<file path="src/shared/sss_pkg.sv">
package sss_pkg;

    // Register byte addresses
    localparam logic [7:0] ADDR_CTRL = 8'h00;
    localparam logic [7:0] ADDR_SPEED_LIMIT = 8'h04;
    localparam logic [7:0] ADDR_RAMP_STEP = 8'h08;
    localparam logic [7:0] ADDR_RATED_POWER = 8'h0c;
    localparam logic [7:0] ADDR_STANDSTILL = 8'h10;
    localparam logic [7:0] ADDR_STATUS = 8'h14;
    localparam logic [7:0] ADDR_INT_STATUS = 8'h18;
    localparam logic [7:0] ADDR_INT_MASK = 8'h1c;

    // Control register fields
    localparam int CTRL_RUN = 0;
    localparam int CTRL_RAMP_STOP = 1;
    localparam int CTRL_QUICK_STOP = 2;
    localparam int CTRL_COAST = 3;
    localparam int CTRL_ACK = 4;
    localparam int CTRL_W = 4;

    // Status register fields
    localparam int STAT_STATE_LSB = 0;
    localparam int STAT_SEL_LSB = 3;
    localparam int STAT_REGEN = 6;
    localparam int STAT_CHAN = 7;
    localparam int STAT_PATH_A = 8;
    localparam int STAT_PATH_B = 9;

    // Interrupt status / mask fields
    localparam int EV_STO = 0;
    localparam int EV_FAULT = 1;
    localparam int EV_REGEN = 2;
    localparam int EV_SLS_TRIP = 3;
    localparam int EV_RAMP_TRIP = 4;
    localparam int EV_W = 5;

    // Reset values
    localparam logic [CTRL_W-1:0] CTRL_RST = 4'h0;
    localparam logic [15:0] SPEED_LIMIT_RST = 16'h1000;
    localparam logic [15:0] RAMP_STEP_RST = 16'h0010;
    localparam logic [15:0] RATED_POWER_RST = 16'h8000;
    localparam logic [15:0] STANDSTILL_RST = 16'h0004;
    localparam logic [EV_W-1:0] INT_MASK_RST = 5'h00;

    // Timing
    localparam int CLK_PERIOD_NS = 10;
    localparam int CHECK_TIME_US = 1000;
    localparam int CHECK_CYC = CHECK_TIME_US * 1000 / CLK_PERIOD_NS;
    localparam int FB_WAIT_NS = 2000;
    localparam int FB_WAIT_CYC_I = FB_WAIT_NS / CLK_PERIOD_NS;
    localparam logic [7:0] FB_WAIT_CYC = FB_WAIT_CYC_I[7:0];

    typedef enum logic [2:0]
    {
        ST_OFF = 3'b000,
        ST_RUN = 3'b001,
        ST_STOPPING = 3'b010,
        ST_STOP_RAMP = 3'b011,
        ST_LIM_SPEED = 3'b100,
        ST_STO = 3'b101,
        ST_FAULT = 3'b110
    } sss_state_t;

endpackage

</file>
<file path="src/core/sss_channel.sv">
`timescale 1ns/100ps
module sss_channel
    import sss_pkg::*;
(
    input wire logic pclk,
    input wire logic presetn,
    input wire logic tick,
    input wire logic pulse_req,
    input wire logic path_fb,
    input wire logic ramp_start,
    input wire logic ramp_on,
    input wire logic lim_on,
    input wire logic [15:0] speed,
    input wire logic [15:0] speed_limit,
    input wire logic [15:0] ramp_step,
    input wire logic [15:0] standstill_lvl,
    output logic drive_q,
    output logic fb_err_q,
    output logic lim_trip_q,
    output logic ramp_trip_q,
    output logic standstill_q
);

    logic [7:0] settle_q;
    logic [15:0] env_q;

    // Never switch on while feedback already shows conduction
    always_ff @(posedge pclk or negedge presetn)
    begin
        if (!presetn)
            drive_q <= 1'b0;
        else if (fb_err_q || !pulse_req)
            drive_q <= 1'b0;
        else if (!drive_q && !path_fb)
            drive_q <= 1'b1;
    end

    // Feedback must follow the drive within the settle window
    always_ff @(posedge pclk or negedge presetn)
    begin
        if (!presetn)
            settle_q <= 8'h00;
        else if (drive_q == path_fb)
            settle_q <= 8'h00;
        else if (settle_q != FB_WAIT_CYC)
            settle_q <= settle_q + 8'h01;
    end

    // Sticky: only reset clears a path fault
    always_ff @(posedge pclk or negedge presetn)
    begin
        if (!presetn)
            fb_err_q <= 1'b0;
        else if (settle_q == FB_WAIT_CYC)
            fb_err_q <= 1'b1;
    end

    // Speed envelope shrinks by one step per check tick
    always_ff @(posedge pclk or negedge presetn)
    begin
        if (!presetn)
            env_q <= 16'h0000;
        else if (ramp_start)
            env_q <= speed;
        else if (tick && ramp_on)
            env_q <= (env_q > ramp_step) ? env_q - ramp_step : 16'h0000;
    end

    always_ff @(posedge pclk or negedge presetn)
    begin
        if (!presetn)
        begin
            ramp_trip_q <= 1'b0;
            lim_trip_q <= 1'b0;
            standstill_q <= 1'b0;
        end
        else
        begin
            ramp_trip_q <= ramp_on && !ramp_start && (speed > env_q);
            lim_trip_q <= lim_on && (speed > speed_limit);
            standstill_q <= speed <= standstill_lvl;
        end
    end

endmodule

</file>
<file path="src/core/sss_supervisor.sv">
`timescale 1ns/100ps
module sss_supervisor
    import sss_pkg::*;
#(
    parameter int CHECK_CYCLES = CHECK_CYC
)
(
    input wire logic pclk,
    input wire logic presetn,
    input wire logic psel,
    input wire logic penable,
    input wire logic pwrite,
    input wire logic [7:0] paddr,
    input wire logic [31:0] pwdata,
    output logic [31:0] prdata,
    output logic pready,
    output logic pslverr,
    input wire logic safe_standstill_req_n,
    input wire logic monitored_stop_ramp_req_n,
    input wire logic limited_speed_watch_req_n,
    input wire logic path_fb_a,
    input wire logic path_fb_b,
    input wire logic [15:0] speed_actual,
    input wire logic [15:0] regen_power,
    output logic shutdown_a_n,
    output logic shutdown_b_n,
    output logic irq,
    output logic [2:0] safety_selected,
    output logic [2:0] safety_active,
    output logic fault_regen,
    output logic fault_channel
);

    function automatic logic addr_known(input logic [7:0] a);
        addr_known = (a == ADDR_CTRL) || (a == ADDR_SPEED_LIMIT) ||
            (a == ADDR_RAMP_STEP) || (a == ADDR_RATED_POWER) ||
            (a == ADDR_STANDSTILL) || (a == ADDR_STATUS) ||
            (a == ADDR_INT_STATUS) || (a == ADDR_INT_MASK);
    endfunction

    // Pin synchronisers: bit order sto, ramp, speed, fb_a, fb_b
    logic [4:0] sync1_q;
    logic [4:0] sync2_q;
    logic [4:0] sync3_q;
    logic [4:0] pins_q;
    logic [4:0] pins_d;

    logic [CTRL_W-1:0] ctrl_q;
    logic [15:0] speed_limit_q;
    logic [15:0] ramp_step_q;
    logic [15:0] rated_power_q;
    logic [15:0] standstill_q;
    logic [EV_W-1:0] int_stat_q;
    logic [EV_W-1:0] int_mask_q;
    logic [EV_W-1:0] lvl_prev_q;
    logic [EV_W-1:0] events;
    logic [31:0] status_word;
    logic [31:0] rd_word;

    sss_state_t state_q;
    logic run_prev_q;
    logic regen_q;
    logic cross_q;
    logic [31:0] tick_cnt_q;
    logic tick_q;

    logic sto_sel;
    logic ramp_sel;
    logic lim_sel;
    logic run_rise;
    logic apb_wr;
    logic ack_wr;
    logic overload;
    logic pulse_req;
    logic ramp_start;
    logic ramp_on;
    logic lim_on;
    logic chan_fault;

    logic drv_a;
    logic drv_b;
    logic err_a;
    logic err_b;
    logic lim_a;
    logic lim_b;
    logic ramp_a;
    logic ramp_b;
    logic still_a;
    logic still_b;

    // A change counts once the second and third stage agree
    assign pins_d = (sync2_q & sync3_q) | (pins_q & (sync2_q | sync3_q));

    always_ff @(posedge pclk or negedge presetn)
    begin
        if (!presetn)
        begin
            sync1_q <= 5'h07;
            sync2_q <= 5'h07;
            sync3_q <= 5'h07;
            pins_q <= 5'h07;
        end
        else
        begin
            sync1_q <= {path_fb_b, path_fb_a, limited_speed_watch_req_n,
                monitored_stop_ramp_req_n, safe_standstill_req_n};
            sync2_q <= sync1_q;
            sync3_q <= sync2_q;
            pins_q <= pins_d;
        end
    end

    assign sto_sel = !pins_q[0];
    assign ramp_sel = !pins_q[1];
    assign lim_sel = !pins_q[2];

    // Check tick for the stop ramp envelope
    always_ff @(posedge pclk or negedge presetn)
    begin
        if (!presetn)
        begin
            tick_cnt_q <= 32'h00000000;
            tick_q <= 1'b0;
        end
        else if (tick_cnt_q == 32'(CHECK_CYCLES - 1))
        begin
            tick_cnt_q <= 32'h00000000;
            tick_q <= 1'b1;
        end
        else
        begin
            tick_cnt_q <= tick_cnt_q + 32'h00000001;
            tick_q <= 1'b0;
        end
    end

    assign apb_wr = psel && penable && pready && pwrite;
    assign ack_wr = apb_wr && (paddr == ADDR_CTRL) && pwdata[CTRL_ACK];
    assign run_rise = ctrl_q[CTRL_RUN] && !run_prev_q;
    assign overload = regen_power > rated_power_q;
    assign chan_fault = err_a || err_b || cross_q;

    assign pulse_req = (state_q == ST_RUN) || (state_q == ST_STOPPING) ||
        (state_q == ST_STOP_RAMP) || (state_q == ST_LIM_SPEED);
    assign ramp_on = state_q == ST_STOP_RAMP;
    assign lim_on = state_q == ST_LIM_SPEED;
    assign ramp_start = ramp_sel && pulse_req && !ramp_on;

    sss_channel u_chan_a (
        .pclk(pclk),
        .presetn(presetn),
        .tick(tick_q),
        .pulse_req(pulse_req),
        .path_fb(pins_q[3]),
        .ramp_start(ramp_start),
        .ramp_on(ramp_on),
        .lim_on(lim_on),
        .speed(speed_actual),
        .speed_limit(speed_limit_q),
        .ramp_step(ramp_step_q),
        .standstill_lvl(standstill_q),
        .drive_q(drv_a),
        .fb_err_q(err_a),
        .lim_trip_q(lim_a),
        .ramp_trip_q(ramp_a),
        .standstill_q(still_a)
    );

    sss_channel u_chan_b (
        .pclk(pclk),
        .presetn(presetn),
        .tick(tick_q),
        .pulse_req(pulse_req),
        .path_fb(pins_q[4]),
        .ramp_start(ramp_start),
        .ramp_on(ramp_on),
        .lim_on(lim_on),
        .speed(speed_actual),
        .speed_limit(speed_limit_q),
        .ramp_step(ramp_step_q),
        .standstill_lvl(standstill_q),
        .drive_q(drv_b),
        .fb_err_q(err_b),
        .lim_trip_q(lim_b),
        .ramp_trip_q(ramp_b),
        .standstill_q(still_b)
    );

    // Trip and standstill outputs come from identical inputs, so any disagreement there is a fault
    always_ff @(posedge pclk or negedge presetn)
    begin
        if (!presetn)
            cross_q <= 1'b0;
        else if ((lim_a != lim_b) || (ramp_a != ramp_b) ||
            (still_a != still_b))
            cross_q <= 1'b1;
    end

    always_ff @(posedge pclk or negedge presetn)
    begin
        if (!presetn)
            run_prev_q <= 1'b0;
        else
            run_prev_q <= ctrl_q[CTRL_RUN];
    end

    // Overload latch; a new overload wins over the acknowledge
    always_ff @(posedge pclk or negedge presetn)
    begin
        if (!presetn)
            regen_q <= 1'b0;
        else if (overload && pulse_req)
            regen_q <= 1'b1;
        else if (ack_wr)
            regen_q <= 1'b0;
    end

    // Pin requests act without the controller; start needs a rising run bit
    always_ff @(posedge pclk or negedge presetn)
    begin
        if (!presetn)
            state_q <= ST_OFF;
        else if (chan_fault)
            state_q <= ST_FAULT;
        else if (state_q == ST_FAULT)
            state_q <= ST_FAULT;
        else if (sto_sel && state_q != ST_STO)
            state_q <= ST_STO;
        else if (pulse_req && (overload || ctrl_q[CTRL_COAST]))
            state_q <= ST_OFF;
        else
        begin
            case (state_q)
                ST_OFF:
                    if (run_rise && !regen_q && !ramp_sel && !lim_sel)
                        state_q <= ST_RUN;
                ST_RUN:
                    if (ramp_sel)
                        state_q <= ST_STOP_RAMP;
                    else if (lim_sel)
                        state_q <= ST_LIM_SPEED;
                    else if (ctrl_q[CTRL_RAMP_STOP] ||
                        ctrl_q[CTRL_QUICK_STOP])
                        state_q <= ST_STOPPING;
                ST_STOPPING:
                    if (ramp_sel)
                        state_q <= ST_STOP_RAMP;
                    else if (lim_sel)
                        state_q <= ST_LIM_SPEED;
                    else if (still_a && still_b)
                        state_q <= ST_OFF;
                ST_STOP_RAMP:
                    if (ramp_a || ramp_b)
                        state_q <= ST_FAULT;
                    else if (still_a && still_b)
                        state_q <= ST_STO;
                    else if (!ramp_sel)
                        state_q <= ST_RUN;
                ST_LIM_SPEED:
                    if (ramp_sel)
                        state_q <= ST_STOP_RAMP;
                    else if (lim_a || lim_b)
                        state_q <= ST_STO;
                    else if (!lim_sel)
                        state_q <= ST_RUN;
                ST_STO:
                    if (!sto_sel && run_rise && !regen_q)
                        state_q <= ST_RUN;
                default:
                    state_q <= ST_FAULT;
            endcase
        end
    end

    // APB registers; ack is a write-one pulse and is not stored
    always_ff @(posedge pclk or negedge presetn)
    begin
        if (!presetn)
        begin
            ctrl_q <= CTRL_RST;
            speed_limit_q <= SPEED_LIMIT_RST;
            ramp_step_q <= RAMP_STEP_RST;
            rated_power_q <= RATED_POWER_RST;
            standstill_q <= STANDSTILL_RST;
            int_mask_q <= INT_MASK_RST;
        end
        else if (apb_wr)
        begin
            case (paddr)
                ADDR_CTRL:
                    ctrl_q <= pwdata[CTRL_W-1:0];
                ADDR_SPEED_LIMIT:
                    speed_limit_q <= pwdata[15:0];
                ADDR_RAMP_STEP:
                    ramp_step_q <= pwdata[15:0];
                ADDR_RATED_POWER:
                    rated_power_q <= pwdata[15:0];
                ADDR_STANDSTILL:
                    standstill_q <= pwdata[15:0];
                ADDR_INT_MASK:
                    int_mask_q <= pwdata[EV_W-1:0];
                default:
                    ;
            endcase
        end
    end

    // Events are rising edges of the watched levels
    assign events = {ramp_a, lim_a, regen_q, state_q == ST_FAULT,
        state_q == ST_STO} & ~lvl_prev_q;

    always_ff @(posedge pclk or negedge presetn)
    begin
        if (!presetn)
            lvl_prev_q <= 5'h00;
        else
            lvl_prev_q <= {ramp_a, lim_a, regen_q, state_q == ST_FAULT,
                state_q == ST_STO};
    end

    // Set wins over a write-one clear in the same cycle
    always_ff @(posedge pclk or negedge presetn)
    begin
        if (!presetn)
            int_stat_q <= 5'h00;
        else if (apb_wr && paddr == ADDR_INT_STATUS)
            int_stat_q <= (int_stat_q & ~pwdata[EV_W-1:0]) | events;
        else
            int_stat_q <= int_stat_q | events;
    end

    always_ff @(posedge pclk or negedge presetn)
    begin
        if (!presetn)
            irq <= 1'b0;
        else
            irq <= |(int_stat_q & int_mask_q);
    end

    always_comb
    begin
        status_word = 32'h00000000;
        status_word[STAT_STATE_LSB +: 3] = state_q;
        status_word[STAT_SEL_LSB +: 3] = {lim_sel, ramp_sel, sto_sel};
        status_word[STAT_REGEN] = regen_q;
        status_word[STAT_CHAN] = chan_fault;
        status_word[STAT_PATH_A] = drv_a;
        status_word[STAT_PATH_B] = drv_b;
    end

    always_comb
    begin
        case (paddr)
            ADDR_CTRL:
                rd_word = {28'h0000000, ctrl_q};
            ADDR_SPEED_LIMIT:
                rd_word = {16'h0000, speed_limit_q};
            ADDR_RAMP_STEP:
                rd_word = {16'h0000, ramp_step_q};
            ADDR_RATED_POWER:
                rd_word = {16'h0000, rated_power_q};
            ADDR_STANDSTILL:
                rd_word = {16'h0000, standstill_q};
            ADDR_STATUS:
                rd_word = status_word;
            ADDR_INT_STATUS:
                rd_word = {27'h0000000, int_stat_q};
            ADDR_INT_MASK:
                rd_word = {27'h0000000, int_mask_q};
            default:
                rd_word = 32'h00000000;
        endcase
    end

    // Answer registered in the setup cycle: one access cycle, no waits
    always_ff @(posedge pclk or negedge presetn)
    begin
        if (!presetn)
        begin
            pready <= 1'b0;
            pslverr <= 1'b0;
            prdata <= 32'h00000000;
        end
        else
        begin
            pready <= psel && !penable;
            pslverr <= psel && !penable && !addr_known(paddr);
            prdata <= (psel && !penable && !pwrite) ? rd_word : 32'h00000000;
        end
    end

    // Low level on either path removes the power feed
    assign shutdown_a_n = drv_a;
    assign shutdown_b_n = drv_b;

    always_ff @(posedge pclk or negedge presetn)
    begin
        if (!presetn)
        begin
            safety_selected <= 3'h0;
            safety_active <= 3'h0;
            fault_regen <= 1'b0;
            fault_channel <= 1'b0;
        end
        else
        begin
            safety_selected <= {lim_sel, ramp_sel, sto_sel};
            safety_active <= {lim_on, ramp_on,
                state_q == ST_STO || state_q == ST_FAULT};
            fault_regen <= regen_q;
            fault_channel <= chan_fault;
        end
    end

endmodule

</file>
<file path="config.mk">
export PLATFORM = sky130hd
export DESIGN_NAME = sss_supervisor
export DESIGN_NICKNAME = d
export VERILOG_FILES = /design/src/shared/sss_pkg.sv /design/src/core/sss_channel.sv /design/src/core/sss_supervisor.sv
export SDC_FILE = /design/constraint.sdc
export NUM_CORES = 1
export LEC_CHECK = 0
export ABC_AREA = 1
export BUFFER_PORTS_ARGS = -buffer_cell sky130_fd_sc_hd__buf_4
export CAP_MARGIN = 10
export CORE_UTILIZATION = 60
export CTS_CLUSTER_DIAMETER = 50
export DETAILED_ROUTE_END_ITERATION = 6
export GPL_ROUTABILITY_DRIVEN = 0
export PLACE_DENSITY = 0.85
export SLEW_MARGIN = 10
export SYNTH_ARGS = -nofsm -noshare
export SYNTH_HDL_FRONTEND = slang
export SYNTH_SLANG_ARGS = --single-unit
</file>
<file path="constraint.sdc">
create_clock -name pclk -period 3.3 [get_ports pclk]
set_input_delay 0.165 -clock pclk [delete_from_list [all_inputs] [get_ports pclk]]
set_output_delay 0.165 -clock pclk [all_outputs]
set_load 0.005 [all_outputs]
</file>
==> results.md <==
- Status: finished clean
- Fraction of synthesized cell area taken by the top area cell type: about two fifths
- Yosys top cell by area: sky130_fd_sc_hd__dfrtp_1
- Ports: 127
- Multiplexer share of the synthesized area: 0%
- Number of synthesized register bits: about 220
- Total length of routed wires: 37380 um
- Clock tree from TritonCTS: done
- Residual overflow from global routing: 0
- Leading cell types in the layout, fill and taps excluded: 369 x sky130_fd_sc_hd__nand2_1, 267 x sky130_fd_sc_hd__inv_1, 208 x sky130_fd_sc_hd__dfrtp_1
- Number of vias in the routed layout: 12540
- Min Hold Slack: roughly 0.046 ns
- Post-CTS sizing: 0
- Arrival @ worst endpoint: ~2.8 ns
- P_int: 4.804 mW
- Post-detailed-route wirelength per cell: 17.40 um
- Number of detailed-routing iterations run before antenna repair: 6
- Area growth, synth to finish: 15.76%
- Worst path slowest cell: sky130_fd_sc_hd__nand2_1
- Clock root buffer: sky130_fd_sc_hd__clkbuf_16
- Worst setup EP type: flop
- Met2 routed WL: 17660 um
- Total global routing track utilization: 32.18%
- Tightest Pin Transition: between 0.9 and 1 ns
- Fraction of final layout cells sized beyond drive strength 1: 10.92%
- Post-synthesis xor/xnor area fraction: 2.623%
- Post-Synth Adder-Cell Area: 11.62%
- Worst hold path depth: 3
- Max Fclk: 418.3 MHz
- Average cell area after synthesis: 7.988 um2
- Relative slew slack: 33.48%
- Number of buffers on the longest clock path: 3
- Peak supply drop: approximately 0.00046 V
- Final Slew Violations: 0
- Top metal layer carrying routed signals: met4
- Global-route wire length before repair: roughly 60000 um
- Share of synthesized registers carrying an async set or reset: 100.0%
- Starting utilization of the core area: 61.97%
- Antenna cell count: 0
- Count of input and output buffers: 94
- Die width: 153.1 um
- Post-CTS Setup Bufs: 0
- Minimum period implied by the final worst setup slack: approximately 2.4 ns
- Post-synthesis compound-gate area fraction: around an eighth
- Final-report hold violation count: 0
- Maxcap violations: 0
- Number of buffers added to fix hold violations after cts: 29
- Top FF cell, synth: sky130_fd_sc_hd__dfrtp_1
- Clock Pin Slew Worst Setup and Hold Paths: around 0.060 ns
- Standby leakage power: 7.694 nW
- Period utilisation layout: 72.45%
- Fraction of power spent switching nets: a little under a quarter
- Yosys synthesis warning count: 0
- Cells along the critical path: nand3_1 -> nor2_1 -> nand2_1 -> o21ai_0
- Classification of the worst setup path: reg2reg
- Post-synthesis sequential area ratio: 41.09%
- Cell count after synthesis: 1714
- Core area: 22090 um2
- Unique masters post-synth: 53
- Sum of negative setup slack: 0 ns
- Clock Skews: 0.009161 ns
- Final worst setup slack: 0.9092 ns
- Tightest Hold Check Type: in2reg
- Combinational family with the most area after synthesis: simple AND/OR/NAND/NOR gates
- Total Die Area: 23430 um2
- Die height: ~150 um
- Part of the power in registers: 44.6%
- Largest incremental delay on the critical path: between 0.7 and 0.8 ns
- RSZ-0062 raised after global routing: no
- Fraction of power consumed by combinational cells: around 6.5%
- Final antenna-violating net count: 0
- Synthesized-area fraction occupied by and/or/nand/nor cells: 22.17%
- Number of clock sinks: roughly 220
- R2r worst-path depth: 4
- CTS H-tree lvls: 1
- Count of routing violations after the opening detailed-route iteration: 1369
- Cell types occupying the most area after synthesis: sky130_fd_sc_hd__dfrtp_1 38%, sky130_fd_sc_hd__ha_1 11%, sky130_fd_sc_hd__nand2_1 10%
- Post-placement setup slack: around 1 ns
- Most common cell after layout, fill and taps aside: sky130_fd_sc_hd__nand2_1
- Met3 routed wirelength: 3229 um
- Clock insertion delay at the later pin of the skew report: 0.54 ns
- Maximum number of pins on one net before global-route repair: ~110
- Vias in the first global route: 12340
- CP required: ~3.7 ns
- Share of power burned in the clock network: 48.8%
- Total setup violations reported at the end of the flow: 0
- Number of cell rows: 54
- Antenna violations before repair: 0
- Setup crit start kind: flop
- Metal1 wirelength: approximately 15000 um
- Via density: 5.836
- Number of nets in the finished design: 2051
- Netlist area before placement: around 14000 um2
- Power density relative to cell area: 398.3 nW/um2
- Peak fanout along the critical path: 32
- Number of synthesized flops with an enable pin: 0
- CTS Buf Count: 27
- Switching power: approximately 1.5 mW
- Number of DRC violations after detailed routing: 0
- Detail Placement HPWL: 27870 um
[registers in the layout, indices dropped and copies added, names as in the netlist, 8 cells and up]
name,flops
u_chan_b.env_q,16
standstill_q,16
rated_power_q,16
ramp_step_q,16
u_chan_a.settle_q,8
speed_limit_q,16
prdata,16
tick_cnt_q,32
u_chan_b.settle_q,8
u_chan_a.env_q,16
[metal layers]
| metal | track usage, % | vias to the layer above |
|---|---|---|
| met5 | 0 | - |
| met4 | 14.67 | 0 |
| met3 | 5.302 | 149 |
| met2 | 54.69 | 663 |
| met1 | 40.30 | 5842 |
| li1 | - | 5882 |
[cell usage after synthesis, types with 4 or more instances]
master,instances
sky130_fd_sc_hd__buf_4,18
sky130_fd_sc_hd__xor2_1,24
sky130_fd_sc_hd__nand3b_1,7
sky130_fd_sc_hd__a21oi_1,92
sky130_fd_sc_hd__xnor2_1,17
sky130_fd_sc_hd__nand2_2,6
sky130_fd_sc_hd__o22ai_1,21
sky130_fd_sc_hd__o21bai_1,19
sky130_fd_sc_hd__ha_1,120
sky130_fd_sc_hd__dfrtp_1,208
sky130_fd_sc_hd__dfstp_2,16
sky130_fd_sc_hd__o21ai_0,131
sky130_fd_sc_hd__nand2_1,369
sky130_fd_sc_hd__nor2_1,127
sky130_fd_sc_hd__a31oi_1,10
sky130_fd_sc_hd__nand4_1,35
sky130_fd_sc_hd__inv_1,267
sky130_fd_sc_hd__buf_2,8
sky130_fd_sc_hd__o211ai_1,10
sky130_fd_sc_hd__nor2_4,4
sky130_fd_sc_hd__nor4_1,12
sky130_fd_sc_hd__a21oi_2,5
sky130_fd_sc_hd__maj3_1,5
sky130_fd_sc_hd__clkbuf_1,10
sky130_fd_sc_hd__nor3_1,37
sky130_fd_sc_hd__nand3_1,69
sky130_fd_sc_hd__nand3_2,7
sky130_fd_sc_hd__a211oi_1,10
sky130_fd_sc_hd__or2_2,6
sky130_fd_sc_hd__inv_2,5
[worst max-delay path: cells and delay by family, from the launching register on]
kind / cells / cell delay [ns]
AO/OA/AOI/OAI: 1 / 0.43
flip-flops: 1 / 0.37
AND/OR/NAND/NOR: 3 / 1.47
[cell families after synthesis]
logic type	after synthesis
DFF	224
adders and majority gates	127
buffers and inverters	313
and+or+nand+nor	691
other	1
xor gates and xnor gates	41
AOI/OAI and AO/OA	317
[layout make-up]
cell class	instances	area, um2
fill	1615	6243
timing repair buffer	128	1066
sequential	224	5625
clock inverter	15	196.4
multi-input combinational	1192	6844
tap	280	350.3
clock buffer	35	735.7
inverter	274	1032
[through the flow]
step | instance area (um2) | instances | utilization, % | power (mW)
global placement | 14630 | 2069 | 66.21 | 3.224
finish | 15850 | 2148 | 71.74 | 6.313
global route | 15850 | 2148 | 71.74 | 6.522
detailed placement | 14630 | 2069 | 66.21 | 3.244
CTS | 15850 | 2148 | 71.74 | 6.347
floorplan | 13750 | 1729 | - | 3.043
[power groups by stage]
stage | Sequential [mW] | Combinational [mW] | Clock, mW
floorplan | 2.86 | 0.186 | 0
global placement | 2.86 | 0.360 | 0
detailed placement | 2.87 | 0.378 | 0
CTS | 2.82 | 0.409 | 3.12
global route | 2.82 | 0.462 | 3.24
finish | 2.82 | 0.412 | 3.08
[path summary, 6_finish.rpt]
kind	start	endpoint	slack (ns)
min	pwdata[1]	ramp_step_q[1]	0.05
max reg2reg	pready	speed_limit_q[14]	0.91
max	pready	speed_limit_q[14]	0.91
min reg2reg	sync1_q[3]	sync2_q[3]	0.35
min in group asynchronous	presetn	u_chan_b.settle_q[6]	0.25
max in group asynchronous	presetn	ramp_step_q[4]	2.18
Note: power is estimated with default switching activity, not from simulation.
